### config.mk
export PLATFORM = sky130hd
export DESIGN_NAME = effective_address_generator
export DESIGN_NICKNAME = d
export VERILOG_FILES = /design/src/core/ea_gen_pkg.sv /design/src/core/effective_address_generator.sv
export VERILOG_INCLUDE_DIRS = /design/src /design/src/core
export SDC_FILE = /design/constraint.sdc
export NUM_CORES = 1
export LEC_CHECK = 0
export ABC_AREA = 0
export BUFFER_PORTS_ARGS = -buffer_cell sky130_fd_sc_hd__buf_2
export CAP_MARGIN = 10
export CORE_MARGIN = 5
export CORE_UTILIZATION = 45
export DETAILED_ROUTE_END_ITERATION = 10
export GPL_TIMING_DRIVEN = 0
export PLACE_DENSITY_LB_ADDON = 0.2
export REMOVE_ABC_BUFFERS = 1
export SYNTH_ARGS = -nofsm -noshare
export SYNTH_HDL_FRONTEND = slang
export SYNTH_SLANG_ARGS = --single-unit
### constraint.sdc
create_clock -name core_clk -period 12.55 [get_ports core_clk]
set_input_delay 0 -clock core_clk [delete_from_list [all_inputs] [get_ports core_clk]]
set_output_delay 0 -clock core_clk [all_outputs]
set_load 0.01 [all_outputs]
### src/core/ea_gen_defines.svh
// constants for the effective address generator
`ifndef EA_GEN_DEFINES_SVH
`define EA_GEN_DEFINES_SVH
`define EA_ADDR_W 32
`define EA_WORD_W 16
`define EA_REG_IDX_W 4
`define EA_NIL_REG 4'h0
`define EA_OFFSET_W 16
`endif

### src/core/ea_gen_pkg.sv
// types for the effective address generator
package ea_gen_pkg;
  typedef enum logic [2:0] {
    CONSTANT_LOCATION_MODE = 3'h0,
    CONSTANT_PLUS_SLOT_MODE = 3'h1,
    ANCHOR_PLUS_OFFSET_MODE = 3'h2,
    ANCHOR_PLUS_SLOT_PLUS_OFFSET_MODE = 3'h3,
    PC_PLUS_OFFSET_MODE = 3'h4,
    PC_PLUS_SLOT_PLUS_OFFSET_MODE = 3'h5
  } ea_mode_t;
  typedef enum logic [1:0] {
    SPACE_DATA = 2'h0,
    SPACE_INSTR = 2'h1,
    SPACE_PROGRAM = 2'h2,
    SPACE_IO = 2'h3
  } ea_space_t;
endpackage

### src/core/effective_address_generator.sv
// effective address datapath for segmented and linear representations
`timescale 1ns/1ps
`include "ea_gen_defines.svh"
////////////////////////////////////////////////////////////////////////
// Function
// - anchor plus offset: address is base register plus displacement
// - anchor base register zero is invalid for anchor plus offset
// - both anchor modes access data memory space
// - anchor plus slot plus offset: base plus index plus displacement
// - anchor plus slot plus offset base must not be register zero
// - indexed modes: index register zero, word or long, is invalid
// - word index is sign extended to 32 bits before adding
// - pc plus offset: address is pc plus displacement
// - pc used is address of word after displacement, supplied by decoder
// - pc plus offset operands use instruction memory space
// - pc plus slot plus offset: pc plus index plus displacement
// - pc plus slot plus offset operands use program memory space
// - extension words are fetched by decoder before calculation starts
// - only six extension word group modes in segmented or linear
// - constant plus slot: carried address plus valid index
// - constant location: carried address, data or io by opcode
module effective_address_generator #(
  parameter int ADDR_W = `EA_ADDR_W,
  parameter int OFFSET_W = `EA_OFFSET_W
) (
  input wire logic core_clk,
  input wire logic rst_b,
  input wire logic reqValid,
  input wire ea_gen_pkg::ea_mode_t reqMode,
  input wire logic segmented,
  input wire logic ioAccess,
  input wire logic [ADDR_W-1:0] extValue,
  input wire logic [ADDR_W-1:0] baseValue,
  input wire logic [`EA_REG_IDX_W-1:0] baseSel,
  input wire logic [ADDR_W-1:0] indexValue,
  input wire logic [`EA_REG_IDX_W-1:0] indexSel,
  input wire logic indexIsWord,
  input wire logic [ADDR_W-1:0] pcNext,
  output logic eaValid,
  output logic [ADDR_W-1:0] eaAddr,
  output ea_gen_pkg::ea_space_t eaSpace,
  output logic eaFault
);
  ////////////////////////////////////////////////////////////////////////
  logic [ADDR_W-1:0] indexExt;
  logic [ADDR_W-1:0] next_sum;
  logic [ADDR_W-1:0] next_addr;
  ea_gen_pkg::ea_space_t next_space;
  logic next_fault;
  logic usesIndex;
  logic usesBase;
  logic [ADDR_W-OFFSET_W-1:0] segField;

  // word index sign extended from 16 bits
  assign indexExt = indexIsWord ?
    {{(ADDR_W-`EA_WORD_W){indexValue[`EA_WORD_W-1]}}, indexValue[`EA_WORD_W-1:0]} :
    indexValue;

  // operands arrive with extension words already fetched
  always_comb
  begin
    next_sum = '0;
    usesIndex = 1'b0;
    usesBase = 1'b0;
    next_fault = 1'b0;
    case (reqMode)
      ea_gen_pkg::CONSTANT_LOCATION_MODE:
      begin
        next_sum = extValue;
      end
      ea_gen_pkg::CONSTANT_PLUS_SLOT_MODE:
      begin
        next_sum = extValue + indexExt;
        usesIndex = 1'b1;
      end
      ea_gen_pkg::ANCHOR_PLUS_OFFSET_MODE:
      begin
        next_sum = baseValue + extValue;
        usesBase = 1'b1;
      end
      ea_gen_pkg::ANCHOR_PLUS_SLOT_PLUS_OFFSET_MODE:
      begin
        next_sum = baseValue + indexExt + extValue;
        usesBase = 1'b1;
        usesIndex = 1'b1;
      end
      ea_gen_pkg::PC_PLUS_OFFSET_MODE:
      begin
        // pcNext already points past the displacement word
        next_sum = pcNext + extValue;
      end
      ea_gen_pkg::PC_PLUS_SLOT_PLUS_OFFSET_MODE:
      begin
        next_sum = pcNext + indexExt + extValue;
        usesIndex = 1'b1;
      end
      default:
      begin
        next_fault = 1'b1;
      end
    endcase
    if (usesBase && baseSel == `EA_NIL_REG)
    begin
      next_fault = 1'b1;
    end
    if (usesIndex && indexSel == `EA_NIL_REG)
    begin
      next_fault = 1'b1;
    end
  end

  // memory space depends on mode, and on ioAccess for constant location; faulting requests still carry one
  always_comb
  begin
    next_space = ea_gen_pkg::SPACE_DATA;
    case (reqMode)
      ea_gen_pkg::CONSTANT_LOCATION_MODE:
      begin
        next_space = ioAccess ? ea_gen_pkg::SPACE_IO : ea_gen_pkg::SPACE_DATA;
      end
      ea_gen_pkg::ANCHOR_PLUS_OFFSET_MODE,
      ea_gen_pkg::ANCHOR_PLUS_SLOT_PLUS_OFFSET_MODE:
      begin
        next_space = ea_gen_pkg::SPACE_DATA;
      end
      ea_gen_pkg::PC_PLUS_OFFSET_MODE:
      begin
        next_space = ea_gen_pkg::SPACE_INSTR;
      end
      ea_gen_pkg::PC_PLUS_SLOT_PLUS_OFFSET_MODE:
      begin
        next_space = ea_gen_pkg::SPACE_PROGRAM;
      end
      default:
      begin
        next_space = ea_gen_pkg::SPACE_DATA;
      end
    endcase
  end

  // segment number comes from whichever operand carries the full address
  always_comb
  begin
    segField = extValue[ADDR_W-1:OFFSET_W];
    case (reqMode)
      ea_gen_pkg::ANCHOR_PLUS_OFFSET_MODE,
      ea_gen_pkg::ANCHOR_PLUS_SLOT_PLUS_OFFSET_MODE:
      begin
        segField = baseValue[ADDR_W-1:OFFSET_W];
      end
      ea_gen_pkg::PC_PLUS_OFFSET_MODE,
      ea_gen_pkg::PC_PLUS_SLOT_PLUS_OFFSET_MODE:
      begin
        segField = pcNext[ADDR_W-1:OFFSET_W];
      end
      default:
      begin
        segField = extValue[ADDR_W-1:OFFSET_W];
      end
    endcase
  end

  // segment field left alone; carry out of the offset is dropped on purpose,
  // so a table that runs past the segment end wraps inside it
  always_comb
  begin
    if (segmented)
    begin
      next_addr = {segField, next_sum[OFFSET_W-1:0]};
    end
    else
    begin
      next_addr = next_sum;
    end
  end

  ////////////////////////////////////////////////////////////////////////
  always_ff @(posedge core_clk)
  begin
    if (!rst_b)
    begin
      eaValid <= 1'b0;
    end
    else
    begin
      eaValid <= reqValid;
    end
  end

  // address holds between requests so the consumer may read it late
  always_ff @(posedge core_clk)
  begin
    if (!rst_b)
    begin
      eaAddr <= '0;
    end
    else if (reqValid)
    begin
      eaAddr <= next_addr;
    end
  end

  // space travels with the address it belongs to
  always_ff @(posedge core_clk)
  begin
    if (!rst_b)
    begin
      eaSpace <= ea_gen_pkg::SPACE_DATA;
    end
    else if (reqValid)
    begin
      eaSpace <= next_space;
    end
  end

  // fault is a level per request, not sticky: software sees each verdict
  always_ff @(posedge core_clk)
  begin
    if (!rst_b)
    begin
      eaFault <= 1'b0;
    end
    else if (reqValid)
    begin
      eaFault <= next_fault;
    end
  end
endmodule

==> flow_summary.toml <==
[yosys]
synth_area_leader_cell = "fa_1"
synth_area_um2 = 9630
avgSynthCellArea_um2 = 7.77
synth_most_common_cell = "nand2_1"
async_reset_ff_share_pct = 0
netlist_instances = 1239
ys_top_cells_by_count = "132 x nand2_1, 101 x a21oi_1, 95 x ha_1, 90 x o21ai_0, 65 x fa_1"
ys_ff_latch = 36
synth_top_area_share_pct = 13.5
synthTopCellsByArea = "fa_1 14%, ha_1 12%, dfxtp_1 7.5%"
yosys.cell_types.count = 78
ys_warn_count = 0
yosysSeqAreaShare_pct = 7.49
synth_edf_count = 0
yosys_most_used_dff = "dfxtp_1"

[timing]
min_period_over_period_pct = 39.7
setup_viol_count_final = 0
rsz0062_at_grt = "no"
worst_pin_slew_ns = 1.20
fmax_mhz = 201
holdWs_ns = 0.0112
drv_slew = 0
finalClockSkew_ns = 0
relSlewSlack_pct = 19.8
fin_ws_ns = 7.57
min_period_ns = 4.98
fin_setup_tns_ns = 0
finalHoldViolCount = 0

[cts]
clk_latency_ns = 0.29
cts_resized = 0
h-tree-depth = 2
clk_pin_slew_ns = 0.06
cts_tree = "built"
cts_max_path_buffers = 2
numCtsBuffers = 5
cts-root-buf = "clkbuf_16"
cts.sinks = 36

[grt]
grt_overflow = 0
antenna_found_initial = 0
grt_max_degree = 59
grt_pass1_wl_um = 53000
grt_usage_pct = 27.1
grt_pass1_vias = 9904

[pwr]
p_per_area_nw_per_um2 = 101
ir_worst_vdd_uv = 73.8
p_leak_nw = 4.95

[setup_path]
reg2reg_to = "eaAddr[9]"
worstReg2RegStart = "eaAddr[9]"
critPathLaunchType = "input port"
rrSetupSlack_ns = 11.58
cp.arrival_ns = 5.16
cp.required_ns = 12.73
rr_worst_depth = 3
end_kind = "register"
endpoint = "eaAddr[27]"
critPathKind = "in2reg"
critPathLaunch = "reqMode[2]"
critPathMaxFanout = 53

[placement]
place.gp.congestion = 0.915
port_buffers = 180
place_ws_ns = 7.22
dpl.hpwl_um = 27100

[detailed_routing]
drc = 0
ant_nets = 0
vias = 10200
first_pass_iters = 5
wl_um = 34100
post_drt_wl_per_cell_um = 20.8
routed_via_density = 6.20
drt_iter0_markers = 801

[die]
io_pins = 181
die_width_um = 156
dieArea_um2 = 24400
core-area_um2 = 21000
fp.dieH_um = 156
start_util_pct = 45.8
fp-row-count = 53

[outcome]
status = "complete, no violations"

[min_path]
hold_path_depth = 3
hp-class = "in2reg"

[final_layout]
diodes = 0
area.growth.synth_to_final_pct = 12.8
fillers = 2132
num-nets-final = 1671
drive_gt1_share_pct = 18.0

[run]
maxCapViolCount = 0
==> power breakdown <==
group	switching [mW]	internal, mW	leakage, nW
combinational	0.495	0.338	4.58
clock	0.0638	0.0736	0.0736
sequential	0.00616	0.125	0.296
total	0.565	0.536	4.95
==> sequential cells by signal (all words and copies together), names as in the netlist <==
signal and cells:
eaValid 1, eaAddr 32, eaSpace 2, eaFault 1
==> final cells by class <==
| type | count | area (µm²) | area share (%) |
|---|---|---|---|
| multi-input combinational | 1089 | 8470 | 78.0 |
| timing repair buffer | 189 | 1020 | 9.35 |
| sequential | 36 | 721 | 6.63 |
| tap | 275 | 344 | 3.17 |
| inverter | 45 | 169 | 1.55 |
| clock buffer | 5 | 125 | 1.15 |
| clock inverter | 3 | 18.8 | 0.173 |
==> logic make-up after synthesis <==
family          Yosys count  share of synthesized area [%]
compound gates          499                           35.4
xor+xnor                 85                           7.73
fa+ha+maj               160                           25.9
buf+inv                 114                           4.77
flops                    36                           7.49
mux                      35                           3.83
simple gates            310                           14.9
==> worst min-delay path by stage <==
stage                       endpoint  slack (ns)   startpoint
after floorplan           eaAddr[16]        0.09     reqValid
after global placement       eaFault        0.29  indexSel[2]
after detailed placement     eaFault        0.30  indexSel[2]
after CTS                 eaSpace[0]       0.003     ioAccess
after global routing      eaSpace[0]        0.03     ioAccess
final                     eaSpace[0]        0.01     ioAccess
==> timing repair <==
item | in CTS | in global routing
hold buffers | 2 | 0
buffers inserted | 0 | 0
hold endpoints to repair | 1 | 0
==> worst max-delay path, cell delays in order <==
cell	delay, ns
buf_2	0.76
nor2_1	0.18
and2_2	0.54
nor2_4	0.89
nand2_1	0.11
nand2_1	0.15
ha_1	0.26
a211oi_1	0.36
o211ai_1	0.22
nand3_1	0.13
o21ai_1	0.15
o21ai_1	0.43
o221ai_1	0.21
xnor2_1	0.26
o21ba_2	0.20
o21ai_0	0.18
a21oi_1	0.09
==> layout by cell type, fill, tap and decap left out, drive strengths merged, types with 20 or more instances in the layout <==
master / Yosys / final
dfxtp: 36 / 36
a21oi: 107 / 107
nor2: 56 / 56
fa: 65 / 65
mux2i: 20 / 20
ha: 95 / 95
xnor2: 49 / 49
xor2: 36 / 36
nand3: 29 / 29
a21o: 64 / 64
o211ai: 23 / 23
nand2: 132 / 132
a31oi: 21 / 21
o21ai: 104 / 104
buf: 19 / 187
a22oi: 28 / 28
inv: 45 / 45
==> routing by layer <==
metal	up-vias	wire length, µm	GRT usage (%)	part of all wire (%)
met2	405	15800	44.7	46
met1	4844	14900	37.2	44
met4	0	925	8.14	2.7
li1	4872	-	-	-
met3	66	2450	3.43	7.2
met5	-	0	0	0
==> per-stage QoR <==
stage	area (µm²)	power, mW	std cells	util, %
final	10900	1.10	1642	51.7
after global routing	10900	1.19	1642	51.7
after CTS	10800	1.09	1641	51.6
after detailed placement	10700	0.946	1631	50.8
after global placement	10600	0.942	1625	50.3
after floorplan	9340	0.708	1170	-
(Power assumes the default switching activity.)
